## src/shared/srah_pkg.sv

```systemverilog
// Constants, types and helpers shared by the serial register access host
package srah_pkg;

  // ---------------------------------------------------------------------------
  // Timing
  // ---------------------------------------------------------------------------
  localparam int unsigned CLK_PERIOD_NS     = 10;   // System clock period
  localparam int unsigned SCK_PERIOD_MIN_NS = 40;   // Fastest serial clock, 25 MHz
  localparam int unsigned SS_GAP_NS         = 200;  // Least idle time between frames
  // Least times round up to whole cycles
  localparam int unsigned SCK_HALF_CYC = (SCK_PERIOD_MIN_NS / 2 + CLK_PERIOD_NS - 1) / CLK_PERIOD_NS;
  localparam int unsigned SS_GAP_CYC   = (SS_GAP_NS + CLK_PERIOD_NS - 1) / CLK_PERIOD_NS;

  // ---------------------------------------------------------------------------
  // Register map of the host's own command port
  // ---------------------------------------------------------------------------
  localparam logic [7:0] REG_CTRL = 8'h00;  // Launch, direction, byte offset, busy
  localparam logic [7:0] REG_CFG  = 8'h04;  // Command form and strap level
  localparam logic [7:0] REG_ADDR = 8'h08;  // Register address byte
  localparam logic [7:0] REG_LEN  = 8'h0c;  // Number of data bytes
  localparam logic [7:0] REG_STAT = 8'h10;  // Sticky done / refused flags
  localparam logic [7:0] REG_DATA = 8'h20;  // First data byte slot, one per word

  localparam int unsigned CTRL_GO_BIT      = 0;  // Write 1 to launch a frame
  localparam int unsigned CTRL_WR_BIT      = 1;  // 1 = write transfer
  localparam int unsigned CTRL_OFF_LSB     = 2;  // Three-bit byte offset
  localparam int unsigned CTRL_BUSY_BIT    = 0;  // Read: frame in progress
  localparam int unsigned CFG_FAST_BIT     = 0;  // 1 = fast command form
  localparam int unsigned CFG_STRAP_BIT    = 1;  // Level driven on the select strap
  localparam int unsigned STAT_DONE_BIT    = 0;  // Frame finished
  localparam int unsigned STAT_REFUSED_BIT = 1;  // Launch refused
  localparam logic        STRAP_RESET      = 1'b1;  // Serial interface chosen by default
  localparam logic        FAST_RESET       = 1'b0;  // Normal form by default

  // ---------------------------------------------------------------------------
  // Command byte layout
  // ---------------------------------------------------------------------------
  localparam logic [2:0] CMD_NORMAL_TOP  = 3'h3;  // Upper bits of a normal command
  localparam logic [2:0] CMD_SELECT_CODE = 3'h0;  // Single-chip device select code
  localparam int unsigned CMD_FORM_BIT   = 4;     // 0 normal, 1 fast

  // ---------------------------------------------------------------------------
  // State types
  // ---------------------------------------------------------------------------
  typedef enum logic [2:0] {ST_IDLE, ST_LEAD, ST_XFER, ST_TRAIL, ST_GAP} srah_st_t;
  typedef enum logic [1:0] {PH_IDLE, PH_LOW, PH_HIGH} srah_ph_t;

  // Builds a command byte in either form, select code always zero
  function automatic logic [7:0] make_cmd(input logic fast, input logic [2:0] off, input logic wr);
    logic [7:0] c;
    c = fast ? {off, 1'b1, CMD_SELECT_CODE, wr} : {CMD_NORMAL_TOP, 1'b0, CMD_SELECT_CODE, wr};
    return c;
  endfunction : make_cmd

endpackage : srah_pkg

```

## src/shared/srah_byte_if.sv

```systemverilog
// Byte handshake between the frame sequencer and the bit shifter
`timescale 1ns/1ps
interface srah_byte_if;
  logic       ce;       // Clock enable, freezes the shifter
  logic       start;    // One-cycle pulse, shift tx_byte
  logic [7:0] tx_byte;  // Byte to send, MSB first
  logic       miso_s;   // Synchronised slave output
  logic       done;     // One-cycle pulse, byte finished
  logic [7:0] rx_byte;  // Byte received, valid with done
  logic       sck;      // Serial clock flop
  logic       mosi;     // Serial data flop

  modport ctl (output ce, start, tx_byte, miso_s, input done, rx_byte, sck, mosi);
  modport eng (input ce, start, tx_byte, miso_s, output done, rx_byte, sck, mosi);
endinterface : srah_byte_if

```

## src/logic/srah_shift_eng.sv

```systemverilog
// Bit shifter: one byte per start, mode 3 timing on the serial clock
`timescale 1ns/1ps
module srah_shift_eng #(
  parameter int unsigned HALF = srah_pkg::SCK_HALF_CYC  // Cycles per clock half
) (
  input wire logic sys_clk_i,  // System clock
  input wire logic rst_b_i,    // Async reset, active low
  srah_byte_if.eng bi          // Byte handshake
);

  // ---------------------------------------------------------------------------
  // Parameter check
  // ---------------------------------------------------------------------------
  if (HALF < srah_pkg::SCK_HALF_CYC || HALF > 15) begin : g_chk
    $error("HALF out of range for 25 MHz limit or counter width");
  end

  // ---------------------------------------------------------------------------
  // State
  // ---------------------------------------------------------------------------
  typedef struct packed {
    srah_pkg::srah_ph_t ph;    // Clock phase
    logic [3:0]         cnt;   // Cycles within phase
    logic [2:0]         bitn;  // Bit index
    logic [7:0]         sh;    // Shift register, tx out / rx in
    logic               sck;   // Serial clock
    logic               mosi;  // Serial data out
    logic               done;  // Byte finished pulse
  } srah_eng_t;

  srah_eng_t r;    // Current state
  srah_eng_t nxt;  // Next state

  // Phase sequencing, data moves on falling edges only
  always_comb begin
    nxt      = r;
    nxt.done = 1'b0;
    unique case (r.ph)
      srah_pkg::PH_IDLE: begin
        // Clock rests high between bytes
        if (bi.start) begin
          nxt.sh   = bi.tx_byte;
          nxt.mosi = bi.tx_byte[7];  // MSB first
          nxt.sck  = 1'b0;           // Falling edge drives data
          nxt.cnt  = '0;
          nxt.bitn = '0;
          nxt.ph   = srah_pkg::PH_LOW;
        end
      end
      srah_pkg::PH_LOW: begin
        if (r.cnt == 4'(HALF - 1)) begin
          nxt.sck = 1'b1;  // Rising edge, slave samples mosi
          nxt.cnt = '0;
          nxt.ph  = srah_pkg::PH_HIGH;
        end else begin
          nxt.cnt = r.cnt + 4'h1;
        end
      end
      srah_pkg::PH_HIGH: begin
        if (r.cnt == 4'(HALF - 1)) begin
          // Synchroniser lag equals the high phase, so this is the rising-edge value
          nxt.sh  = {r.sh[6:0], bi.miso_s};
          nxt.cnt = '0;
          if (r.bitn == 3'h7) begin
            nxt.done = 1'b1;  // Clock stays parked high
            nxt.ph   = srah_pkg::PH_IDLE;
          end else begin
            nxt.bitn = r.bitn + 3'h1;
            nxt.sck  = 1'b0;
            nxt.mosi = r.sh[6];  // Next bit on falling edge
            nxt.ph   = srah_pkg::PH_LOW;
          end
        end else begin
          nxt.cnt = r.cnt + 4'h1;
        end
      end
      default: nxt.ph = srah_pkg::PH_IDLE;  // Unused encoding
    endcase
  end

  // State register, frozen while the enable is low
  always_ff @(posedge sys_clk_i or negedge rst_b_i) begin
    if (!rst_b_i) begin
      r     <= '0;
      r.sck <= 1'b1;  // Idle high from reset
    end else if (bi.ce) begin
      r <= nxt;
    end
  end

  assign bi.done    = r.done;
  assign bi.rx_byte = r.sh;
  assign bi.sck     = r.sck;
  assign bi.mosi    = r.mosi;

endmodule : srah_shift_eng

```

## src/logic/srah_host.sv

```systemverilog
// Host controller that frames register accesses to a paged serial slave
// Function
// - Select falls only while clock high
// - Keep idle gap between frames
// - Clock no faster than the limit
// - Clock polarity one, rests high
// - Drive on falling, sample on rising
// - Clock toggles only inside a frame
// - Command, page, address go on mosi
// - Bytes are command, address, then data
// - Use one command form only; here the config register can switch form between frames
// - Normal form carries fixed upper pattern
// - Device select code is zero
// - Page set first, then base address
// - One frame per distinct register
// - Frame ends when select rises
//
// Our own choices: the plain strobed port and the register offsets.
`timescale 1ns/1ps
module srah_host #(
  parameter int unsigned DEPTH = 8,                       // Data bytes per frame
  parameter int unsigned HALF  = srah_pkg::SCK_HALF_CYC,  // Cycles per clock half
  parameter int unsigned GAP   = srah_pkg::SS_GAP_CYC     // Idle cycles between frames
) (
  input  wire logic        sys_clk_i,                 // System clock, 100 MHz
  input  wire logic        rst_b_i,                   // Async reset, active low
  input  wire logic        ce_i,                      // Clock enable, freezes state
  input  wire logic [7:0]  reg_addr_i,                // Command port address
  input  wire logic [31:0] reg_wdata_i,               // Command port write data
  input  wire logic        reg_wr_i,                  // Write strobe
  input  wire logic        reg_rd_i,                  // Read strobe
  output logic      [31:0] reg_rdata_o,               // Read data, cycle after strobe
  output logic             spi_ss_n_o,                // Slave select, active low
  output logic             spi_sck_o,                 // Serial clock
  output logic             spi_mosi_o,                // Master data out
  input  wire logic        spi_miso_i,                // Slave data in, asynchronous
  output logic             interface_select_strap_o   // Strap level to the slave
);

  // ---------------------------------------------------------------------------
  // Parameter checks
  // ---------------------------------------------------------------------------
  if (DEPTH < 2 || DEPTH > 8) begin : g_chk_depth
    $error("DEPTH must lie in 2..8");
  end
  if (GAP < srah_pkg::SS_GAP_CYC || GAP > 255) begin : g_chk_gap
    $error("GAP below idle minimum or above counter width");
  end

  localparam int unsigned IW = $clog2(DEPTH);  // Buffer index width

  // ---------------------------------------------------------------------------
  // State
  // ---------------------------------------------------------------------------
  typedef struct packed {
    srah_pkg::srah_st_t     st;       // Frame state
    logic [7:0]             cnt;      // Lead, trail and gap counter
    logic [3:0]             idx;      // Byte index in frame
    logic                   issued;   // Byte handed to shifter
    logic [7:0]             cmd;      // Latched command byte
    logic [7:0]             addr;     // Register address byte
    logic [3:0]             len;      // Data byte count
    logic                   fast;     // Fast command form
    logic                   strap;    // Strap level
    logic                   done;     // Sticky frame done
    logic                   refused;  // Sticky launch refused
    logic [DEPTH-1:0][7:0]  buf_q;    // Data bytes
    logic                   ss_n;     // Select output
    logic [31:0]            rdata;    // Read data output
    logic                   s1;       // Miso first sync flop
    logic                   s2;       // Miso second sync flop
    logic                   start;    // Byte start pulse
    logic [7:0]             tx;       // Byte for shifter
  } srah_host_t;

  srah_host_t  r;    // Current state
  srah_host_t  nxt;  // Next state
  srah_byte_if bi ();  // Link to the shifter

  // Decodes a data slot address
  function automatic logic data_hit(input logic [7:0] a);
    logic [7:0] off;
    off = a - srah_pkg::REG_DATA;
    return (a >= srah_pkg::REG_DATA) && (off[1:0] == 2'h0) && (off[7:2] < 6'(DEPTH));
  endfunction : data_hit

  // Slot index from a data address
  function automatic logic [IW-1:0] data_idx(input logic [7:0] a);
    logic [7:0] off;
    off = a - srah_pkg::REG_DATA;
    return off[IW+1:2];
  endfunction : data_idx

  // ---------------------------------------------------------------------------
  // Next state
  // ---------------------------------------------------------------------------
  always_comb begin
    nxt       = r;
    nxt.start = 1'b0;
    nxt.rdata = '0;  // Read data stand for one cycle only
    // Two flops before any logic looks at the slave output
    nxt.s1 = spi_miso_i;
    nxt.s2 = r.s1;

    // Register writes, configuration only while idle
    if (reg_wr_i) begin
      if (reg_addr_i == srah_pkg::REG_STAT) begin
        // Write one to clear; events below override
        if (reg_wdata_i[srah_pkg::STAT_DONE_BIT])    nxt.done    = 1'b0;
        if (reg_wdata_i[srah_pkg::STAT_REFUSED_BIT]) nxt.refused = 1'b0;
      end else if (r.st == srah_pkg::ST_IDLE) begin
        if (reg_addr_i == srah_pkg::REG_CFG) begin
          // One form per frame, changeable between frames
          nxt.fast  = reg_wdata_i[srah_pkg::CFG_FAST_BIT];
          nxt.strap = reg_wdata_i[srah_pkg::CFG_STRAP_BIT];
        end else if (reg_addr_i == srah_pkg::REG_ADDR) begin
          nxt.addr = reg_wdata_i[7:0];  // Page or base address
        end else if (reg_addr_i == srah_pkg::REG_LEN) begin
          nxt.len = (reg_wdata_i[7:0] > 8'(DEPTH)) ? 4'(DEPTH) : reg_wdata_i[3:0];
        end else if (data_hit(reg_addr_i)) begin
          nxt.buf_q[data_idx(reg_addr_i)] = reg_wdata_i[7:0];
        end else if (reg_addr_i == srah_pkg::REG_CTRL && reg_wdata_i[srah_pkg::CTRL_GO_BIT]) begin
          if (r.fast && reg_wdata_i[srah_pkg::CTRL_WR_BIT]) begin
            nxt.refused = 1'b1;  // Fast form has no write
          end else begin
            // Direction in bit zero, zero select code
            nxt.cmd = srah_pkg::make_cmd(r.fast,
                        reg_wdata_i[srah_pkg::CTRL_OFF_LSB +: 3], reg_wdata_i[srah_pkg::CTRL_WR_BIT]);
            nxt.ss_n = 1'b0;  // Clock is parked high here
            nxt.cnt  = '0;
            nxt.idx  = '0;
            nxt.st   = srah_pkg::ST_LEAD;
          end
        end
      end
    end

    // Register reads, answered the next cycle
    if (reg_rd_i) begin
      if (reg_addr_i == srah_pkg::REG_CTRL) begin
        nxt.rdata[srah_pkg::CTRL_BUSY_BIT] = (r.st != srah_pkg::ST_IDLE);
      end else if (reg_addr_i == srah_pkg::REG_CFG) begin
        nxt.rdata[srah_pkg::CFG_FAST_BIT]  = r.fast;
        nxt.rdata[srah_pkg::CFG_STRAP_BIT] = r.strap;
      end else if (reg_addr_i == srah_pkg::REG_ADDR) begin
        nxt.rdata[7:0] = r.addr;
      end else if (reg_addr_i == srah_pkg::REG_LEN) begin
        nxt.rdata[3:0] = r.len;
      end else if (reg_addr_i == srah_pkg::REG_STAT) begin
        nxt.rdata[srah_pkg::STAT_DONE_BIT]    = r.done;
        nxt.rdata[srah_pkg::STAT_REFUSED_BIT] = r.refused;
      end else if (data_hit(reg_addr_i)) begin
        nxt.rdata[7:0] = r.buf_q[data_idx(reg_addr_i)];
      end
    end

    // Frame sequencer
    unique case (r.st)
      srah_pkg::ST_IDLE: begin
        // Waiting for a launch
      end
      srah_pkg::ST_LEAD: begin
        // Select low with the clock still high for a half period
        if (r.cnt == 8'(HALF - 1)) begin
          nxt.cnt    = '0;
          nxt.issued = 1'b0;
          nxt.st     = srah_pkg::ST_XFER;
        end else begin
          nxt.cnt = r.cnt + 8'h1;
        end
      end
      srah_pkg::ST_XFER: begin
        if (!r.issued) begin
          // Command, then address, then data, all on mosi
          nxt.start  = 1'b1;
          nxt.issued = 1'b1;
          if (r.idx == 4'h0) begin
            nxt.tx = r.cmd;
          end else if (r.idx == 4'h1) begin
            nxt.tx = r.addr;  // One register address per frame
          end else begin
            // Reads send zeros; data bytes follow the address with no dummy byte
            nxt.tx = r.cmd[0] ? r.buf_q[IW'(r.idx - 4'h2)] : 8'h00;
          end
        end else if (bi.done) begin
          nxt.issued = 1'b0;
          if (r.idx >= 4'h2 && !r.cmd[0]) begin
            // Slave advances its own address, so slot follows byte order
            nxt.buf_q[IW'(r.idx - 4'h2)] = bi.rx_byte;
          end
          if (r.idx == r.len + 4'h1) begin
            nxt.cnt = '0;
            nxt.st  = srah_pkg::ST_TRAIL;
          end else begin
            nxt.idx = r.idx + 4'h1;
          end
        end
      end
      srah_pkg::ST_TRAIL: begin
        // Clock high again for a half period before select rises
        if (r.cnt == 8'(HALF - 1)) begin
          nxt.ss_n = 1'b1;  // Frame closes only here
          nxt.done = 1'b1;  // Set wins over a same-cycle clear
          nxt.cnt  = '0;
          nxt.st   = srah_pkg::ST_GAP;
        end else begin
          nxt.cnt = r.cnt + 8'h1;
        end
      end
      srah_pkg::ST_GAP: begin
        // Idle time before the next launch is accepted
        if (r.cnt == 8'(GAP - 1)) begin
          nxt.st = srah_pkg::ST_IDLE;
        end else begin
          nxt.cnt = r.cnt + 8'h1;
        end
      end
      default: nxt.st = srah_pkg::ST_IDLE;  // Unused encoding
    endcase
  end

  // ---------------------------------------------------------------------------
  // State register
  // ---------------------------------------------------------------------------
  always_ff @(posedge sys_clk_i or negedge rst_b_i) begin
    if (!rst_b_i) begin
      r       <= '0;
      r.ss_n  <= 1'b1;
      r.strap <= srah_pkg::STRAP_RESET;  // Serial port by default
      r.fast  <= srah_pkg::FAST_RESET;
    end else if (ce_i) begin
      r <= nxt;
    end
  end

  // ---------------------------------------------------------------------------
  // Shifter and outputs
  // ---------------------------------------------------------------------------
  assign bi.ce      = ce_i;
  assign bi.start   = r.start;
  assign bi.tx_byte = r.tx;
  assign bi.miso_s  = r.s2;

  // Host alone makes select and clock
  srah_shift_eng #(.HALF(HALF)) u_eng (
    .sys_clk_i (sys_clk_i),
    .rst_b_i   (rst_b_i),
    .bi        (bi)
  );

  assign reg_rdata_o              = r.rdata;
  assign spi_ss_n_o               = r.ss_n;
  assign spi_sck_o                = bi.sck;
  assign spi_mosi_o               = bi.mosi;
  assign interface_select_strap_o = r.strap;

  localparam int GAP_MIN = 20;  // Idle cycles at 100 MHz

  logic [7:0] gap_cnt;   // Cycles since select rose, saturating
  logic [3:0] byte_cnt;  // Bytes shifted in the current frame
  always_ff @(posedge sys_clk_i or negedge rst_b_i) begin
    if (!rst_b_i) begin
      gap_cnt  <= 8'hff;
      byte_cnt <= '0;
    end else begin
      gap_cnt  <= !spi_ss_n_o ? 8'h00 : (gap_cnt == 8'hff ? gap_cnt : gap_cnt + 8'h1);
      byte_cnt <= spi_ss_n_o ? 4'h0 : (bi.done && ce_i ? byte_cnt + 4'h1 : byte_cnt);
    end
  end
endmodule : srah_host

```

## config.mk

```make
export PLATFORM = sky130hd
export DESIGN_NAME = srah_host
export DESIGN_NICKNAME = d
export VERILOG_FILES = /design/src/shared/srah_pkg.sv /design/src/shared/srah_byte_if.sv /design/src/logic/srah_shift_eng.sv /design/src/logic/srah_host.sv
export SDC_FILE = /design/constraint.sdc
export NUM_CORES = 1
export LEC_CHECK = 0
export BUFFER_PORTS_ARGS = -buffer_cell sky130_fd_sc_hd__buf_2
export CORE_UTILIZATION = 60
export DETAILED_ROUTE_END_ITERATION = 8
export GPL_TIMING_DRIVEN = 0
export PLACE_DENSITY_LB_ADDON = 0.15
export SKIP_CTS_REPAIR_TIMING = 1
export SLEW_MARGIN = 5
export SYNTH_ARGS = -nofsm -noshare
export SYNTH_HDL_FRONTEND = slang
export SYNTH_SLANG_ARGS = --single-unit
```

## constraint.sdc

```tcl
create_clock -name sys_clk_i -period 5.8 [get_ports sys_clk_i]
set_input_delay 0.87 -clock sys_clk_i [delete_from_list [all_inputs] [get_ports sys_clk_i]]
set_output_delay 0.87 -clock sys_clk_i [all_outputs]
set_load 0.05 [all_outputs]
```

==> Word level (Yosys, flattened, before mapping) <==
Index checks and enable logic that the tools add are counted.
{ "word_totals": {"register_bits": 144, "latch_bits": 0, "mem_bits_rw": 0, "rom_bits": 0, "inputBits": 46, "output_inout_bits": 36, "wordCells": 214, "memories": 0} }
{ "op_classes": {"n_addsub": 7, "n_mul": 0, "div": 0, "order_cmp": 8, "n_eq_ne": 26, "shift": 0, "mux": 99, "n_bitwise": 7, "reduce_logical": 35} }
{ "op_table": {"columns": ["cell", "count"], "rows": [
  ["64-bit two-way mux", 5],
  ["66-bit two-way mux", 4],
  ["8-bit two-way mux", 19],
  ["15-bit two-way mux", 10],
  ["64-bit bitwise mux", 2],
  ["67-bit two-way mux", 1],
  ["65-bit two-way mux", 1],
  ["8-bit binary-select mux with 3-bit select", 2],
  ["8-bit demux with 3-bit select", 2],
  ["4-bit two-way mux", 6],
  ["8-bit one-hot mux with 3 select lines", 1],
  ["11-bit one-hot mux with 2 select lines", 1],
  ["1-bit two-way mux", 21],
  ["10-bit AND reduction", 2],
  ["19-bit two-way mux", 1],
  ["9-bit two-way mux", 2],
  ["8-bit by 4-bit equality test with 1-bit output (second input constant)", 2],
  ["8-bit by 5-bit equality test with 1-bit output (second input constant)", 2],
  ["16-bit two-way mux", 1],
  ["2-bit != test (second input constant)", 8],
  ["3-bit one-hot mux with 5 select lines", 1],
  ["14-bit two-way mux", 1],
  ["4-bit by 1-bit adder with 4-bit output (second input constant)", 3],
  ["3-bit two-way mux", 4],
  ["43 further kinds", 80]
]} }

==> Logic depth before layout (Yosys ltp) <==
{ "logic_depth": {"depth_word": 18, "mapped_depth": 11} }

==> Modules after synthesis <==
Synthesis repeated with hierarchy kept, for this count alone.
{ "unflattened": {"hier_cells": 932, "area_unflattened_um2": 8916.1} }
{ "by_module_without_submodules": {"columns": ["mod", "n_inst", "cells_each", "area_each_um2", "seq_area_each_um2"], "rows": [
  ["srah_host", 1, 805, 7604.8, 3030.4],
  ["srah_shift_eng", 1, 127, 1311.3, 501.7]
]} }

==> Worst setup path before layout <==
No wires, ideal clock.
{ "synth_timing": {"path_kind": "input port to flip-flop", "startpoint": "input port reg_addr_i[5]", "endpoint": "register r[88] (netlist name)", "arrival_ns": 2.557, "required_ns": 5.674, "path_slack_ns": 3.117, "cell_stages": 8, "n_path_buf": 1, "path_cell_list": "inv_1 ha_1 nor4bb_1 clkbuf_1 nand4_1 nor3_2 nor2_1 a221o_1"} }
{ "synth_via": {"elab_chain_len": 15} }
{ "synth_rtl": {"columns": ["element", "line", "source"], "rows": [
  ["from (decl)", "srah_host.sv:28", "input wire logic [7:0] reg_addr_i,"],
  ["8-bit by 6-bit subtractor with 8-bit output or 8-bit by 6-bit greater-or-equal comparator with 1-bit output (tied branches)", null, null],
  ["6-bit by 4-bit less-than comparator with 1-bit output or 1-bit logical AND (tied branches)", "srah_host.sv:84", "return (a >= srah_pkg::REG_DATA) && (off[1:0] == 2'h0) && (off[7:2] < 6'(DEPTH));"],
  ["1-bit logical AND", "srah_host.sv:84", null],
  ["64-bit two-way mux", "srah_host.sv:120", "end else if (data_hit(reg_addr_i)) begin"],
  ["66-bit two-way mux", "srah_host.sv:118", "end else if (reg_addr_i == srah_pkg::REG_LEN) begin"],
  ["66-bit two-way mux", "srah_host.sv:116", "end else if (reg_addr_i == srah_pkg::REG_ADDR) begin"],
  ["66-bit two-way mux", "srah_host.sv:112", "if (reg_addr_i == srah_pkg::REG_CFG) begin"],
  ["66-bit two-way mux", "srah_host.sv:111", "end else if (r.st == srah_pkg::ST_IDLE) begin"],
  ["65-bit two-way mux (*)", "srah_host.sv:107", "if (reg_addr_i == srah_pkg::REG_STAT) begin"],
  ["67-bit two-way mux (*)", "srah_host.sv:106", "if (reg_wr_i) begin"],
  ["64-bit bitwise mux", "srah_host.sv:189", "nxt.buf_q[IW'(r.idx - 4'h2)] = bi.rx_byte;"],
  ["64-bit two-way mux", "srah_host.sv:187", "if (r.idx >= 4'h2 && !r.cmd[0]) begin"],
  ["64-bit two-way mux", "srah_host.sv:185", "end else if (bi.done) begin"],
  ["64-bit two-way mux", "srah_host.sv:173", "if (!r.issued) begin"],
  ["64-bit two-way mux (*)", "srah_host.sv:158", "unique case (r.st)"],
  ["to (signal assigned)", "srah_host.sv:232", "r <= nxt;"],
  ["to (decl)", "srah_host.sv:76", "srah_host_t r;"]
]} }
Mark *: on every way between the ends. The rest lies on a longest branch, timed or not. The select of a mux whose other input is x is not followed.
A chain may end at the register's enable or synchronous reset.

==> Worst setup path in the final report <==
{ "layout_timing": {"startpoint": "register r[133] (netlist name)", "endpoint": "register r[62] (netlist name)"} }
{ "layout_via": {"elab_chain_len": 10} }
{ "layout_rtl": {"columns": ["element", "line"], "rows": [
  ["3-bit by 2-bit subtractor with 3-bit output", "srah_host.sv:189"],
  ["3-bit by 4-bit less-than comparator with 1-bit output (not written as such) or 3-bit by 1-bit greater-or-equal comparator with 1-bit output (tied branches)", "srah_host.sv:189"],
  ["1-bit logical AND (not written as such)", "srah_host.sv:189"],
  ["8-bit two-way mux (not written as such)", "srah_host.sv:189"],
  ["8-bit demux with 3-bit select", "srah_host.sv:189"],
  ["64-bit bitwise mux", "srah_host.sv:189"],
  ["64-bit two-way mux (*)", "srah_host.sv:187"],
  ["64-bit two-way mux (*)", "srah_host.sv:185"],
  ["64-bit two-way mux (*)", "srah_host.sv:173"],
  ["64-bit two-way mux (*)", "srah_host.sv:158"]
]} }
Mark *: on every way between the ends. The rest lies on a longest branch, timed or not.

==> flow_summary_export.csv <==
group,metric,value,unit
timing,min_period_over_period,0.6588,
worst_setup_path,critPathBufInv,5,
final_layout,final_cell_mix,"dfrtp_1, nor2_1, nand2_1",
timing,hold_viol,0,
grt,track_usage,0.3850,
yosys,synth-compound-area-share,0.1857,
yosys,syn-cell-area,9041,um2
floorplan,start_util,0.6174,
final_layout,layout_commonest_cell,"dfrtp_1",
placement,port_buffers,25,
timing,slew_viol_final,0,
yosys,postSynth.asyncResetShare,1.000,
yosys,yosysSeqAreaShare,0.3907,
grt,grt_pass1_vias,8014,
final_layout,drive_gt1_frac,0.1879,
clock_tree,clkSlewWorstSetupHoldPaths,60,ps
worst_setup_path,worstPathRequired,6070,ps
worst_setup_path,critPathTopFamily,"buffers and inverters",
floorplan,io_pins,82,
drt,routedWlPerCell,23.86,um
yosys,synth.area.mux_share,0.1252,
yosys,syn_inst,942,
timing,min_period,3821,ps
yosys,syn_area_per_cell,9.598,um2
grt,grt_antenna_before_repair,0,
yosys,ys.flop_type,"dfrtp_1",
clock_tree,cts_root_buffer,"clkbuf_16",
grt,grt_pass1_wl,45030,um
worst_setup_path,crit-reg2reg-launch,"r[133]",
clock_tree,numCtsBuffers,17,
timing,rsz0062_at_grt,"no",
worst_setup_path,cp_cell_sequence,"buf_4 > buf_4 > buf_2 > inv_1 > ha_1 > or4_1 > clkbuf_1 > nand4_1 > a21oi_1 > nor2_1 > a21oi_1",
worst_setup_path,worst_path_max_delay_cell,"nand4_1",
floorplan,core,14640,um2
timing,tightest_slew,968.2,ps
placement,place_congestion,1.001,
drt,via_per_inst,6.875,
flow_run,maxCapViolCount,0,
outcome,violations,"DRC",
yosys,synth_xor_area_frac,0.01024,
worst_setup_path,critical_path.startpoint_type,"flip-flop",
floorplan,fp.dieH,124.8,um
clock_tree,cts_tree,"done",
final_layout,nNetsFinal,1076,
yosys,synthSimpleGateAreaFrac,0.1872,
power_and_ir_drop,power,3.131,mW
worst_setup_path,critPathKind,"reg -> reg",
clock_tree,clk_latency,430,ps
timing,skew,8.933,ps
grt,grt_max_degree,72,
floorplan,dieArea,15560,um2
timing,fmax,261.7,MHz
timing,finalWorstSetupSlack,1979,ps
worst_setup_path,cp_slowest_stage_delay,530,ps
clock_tree,clk_path_buf_depth,2,
clock_tree,clkSinkCount,141,
floorplan,fp-row-count,44,
final_layout,utilization,0.6904,
power_and_ir_drop,p_per_area,309.7,nW/um2
outcome,status,"complete, but fails checks",
floorplan,die_w,124.8,um
yosys,synthAdderAreaFrac,0.02768,
final_layout,diodes,0,
power_and_ir_drop,p_leak,4.428,nW
drt,drt_pass1_iterations,8,
grt,grt_overflow,0,
worst_setup_path,arrival,4090,ps
worst_setup_path,crit_path_max_fanout,10,
worst_setup_path,rr_worst_depth,11,
worst_setup_path,rr_endpoint,"r[62]",
timing,slew-limit-headroom,0.3545,
yosys,synth_top_family_by_area,"simple AND/OR/NAND/NOR gates",
yosys,synth_cell_type_count,81,
yosys,synth-seq-cells,141,
placement,pre_cts_slack,2192,ps
final_layout,area_growth_syn_to_layout,11.83,%
worst_setup_path,rrSetupSlack,1980,ps
timing,setup-tns-final,0,ps
power_and_ir_drop,ir_drop,0.2330,mV
drt,ant_nets,0,
timing,setup_viol,0,
placement,place_hpwl,20390,um
drt,drc,11,
worst_setup_path,worstSetupEndpointType,"flip-flop",
drt,drt-initial-drc-count,1195,
drt,totalWireLength,28780,um
yosys,synth_edf_count,0,
yosys,yosys_warnings,0,
worst_hold_path,hold_path.class,"in -> async",
drt,via_count,8291,
clock_tree,htreeDepth,4,
==> worst reg2reg max path: cells and delay by family, from the launching register on <==
family | cells | cell delay [ps]
fa+ha+maj | 1 | 250
flops | 1 | 420
simple gates | 3 | 1220
compound gates | 2 | 550
buf+inv | 5 | 1220
==> flip-flops by register name, indices dropped and copies added (netlist names) <==
name / count
u_eng.bi.mosi: 1
bi.miso_s: 1
interface_select_strap_o: 1
nxt: 1
u_eng.bi.rx_byte: 8
bi.start: 1
spi_ss_n_o: 1
u_eng.bi.done: 1
u_eng.r: 9
r: 100
reg_rdata_o: 8
bi.tx_byte: 8
u_eng.bi.sck: 1
==> Yosys cell counts (5+ instances only) <==
| cell type | n | share of area |
|---|---|---|
| nor2_1 | 88 | 0.037 |
| ha_1 | 20 | 0.028 |
| nand2_1 | 71 | 0.029 |
| buf_4 | 36 | 0.030 |
| a21oi_1 | 54 | 0.030 |
| a211oi_1 | 7 | 0.0058 |
| o31ai_1 | 9 | 0.0075 |
| nor2b_1 | 15 | 0.010 |
| a22oi_1 | 15 | 0.012 |
| and3_1 | 13 | 0.0090 |
| a221o_1 | 12 | 0.013 |
| mux4_2 | 30 | 0.075 |
| o22ai_1 | 43 | 0.030 |
| and2_1 | 7 | 0.0048 |
| nor3_1 | 20 | 0.011 |
| nand2b_1 | 7 | 0.0048 |
| inv_1 | 24 | 0.010 |
| mux2i_1 | 22 | 0.024 |
| buf_2 | 18 | 0.010 |
| nand4_1 | 16 | 0.011 |
| a31oi_1 | 8 | 0.0055 |
| mux2_2 | 21 | 0.026 |
| dfrtp_1 | 138 | 0.38 |
| buf_1 | 11 | 0.0046 |
| nand3_1 | 23 | 0.013 |
| a32oi_1 | 9 | 0.0087 |
| a22o_1 | 6 | 0.0058 |
| o21ai_0 | 59 | 0.033 |
| nor4_1 | 5 | 0.0035 |
| clkbuf_1 | 34 | 0.014 |
==> worst max-delay path by stage <==
| stage | start | to | slack [ps] | cells past startpoint |
|---|---|---|---|---|
| 3_5_place_dp | r[133] | r[64] | 2190 | 11 |
| 6_report | r[133] | r[62] | 1980 | 11 |
| 4_1_cts | r[133] | r[62] | 2140 | 11 |
| 2_1_floorplan | reg_addr_i[5] | r[88] | 3120 | 8 |
| 3_3_place_gp | rst_b_i | r[56] | 1790 | 1 |
| 5_1_grt | r[133] | r[62] | 1820 | 11 |
==> per-layer routing <==
| layer | up-vias | wire length, um | global-route usage |
|---|---|---|---|
| li1 | 3583 | - | - |
| met2 | 642 | 12980 | 0.5965 |
| met4 | 0 | 1598 | 0.2084 |
| met1 | 3921 | 10900 | 0.4963 |
| met3 | 145 | 3301 | 0.09880 |
| met5 | - | 0 | 0 |
==> power by group <==
part	leakage [nW]	internal [mW]	switching, mW	total (mW)
registers	1.85	1.10	0.0993	1.20
logic	2.29	0.289	0.533	0.822
clock network	0.285	0.676	0.432	1.11
total	4.43	2.07	1.07	3.13
==> layout make-up <==
cell class / instances / area [um2]
flip-flops and latches: 141 / 3532
well taps: 184 / 230.2
repair buffers: 26 / 158.9
clock buffers: 22 / 484.2
inverters: 24 / 90.09
clock inverters: 9 / 110.1
fillers: 1163 / 4533
plain buffers: 103 / 568.0
multi-input cells: 697 / 4937
==> logic make-up after synthesis <==
| logic type | Yosys count |
|---|---|
| AOI/OAI and AO/OA | 258 |
| xor gates and xnor gates | 8 |
| adders and majority gates | 20 |
| buffers and inverters | 127 |
| DFF | 141 |
| muxes | 73 |
| other | 1 |
| and+or+nand+nor | 314 |
==> metrics by stage <==
step	hold slack, ps	cell area, um2	cells
floorplan	442.2	9128	965
finish	455.9	10110	1206
global route	487.0	10110	1206
CTS	478.0	10110	1206
detailed placement	465.4	9517	1175
global placement	462.4	9483	1174
No activity file was read; power rests on OpenSTA's default activity.
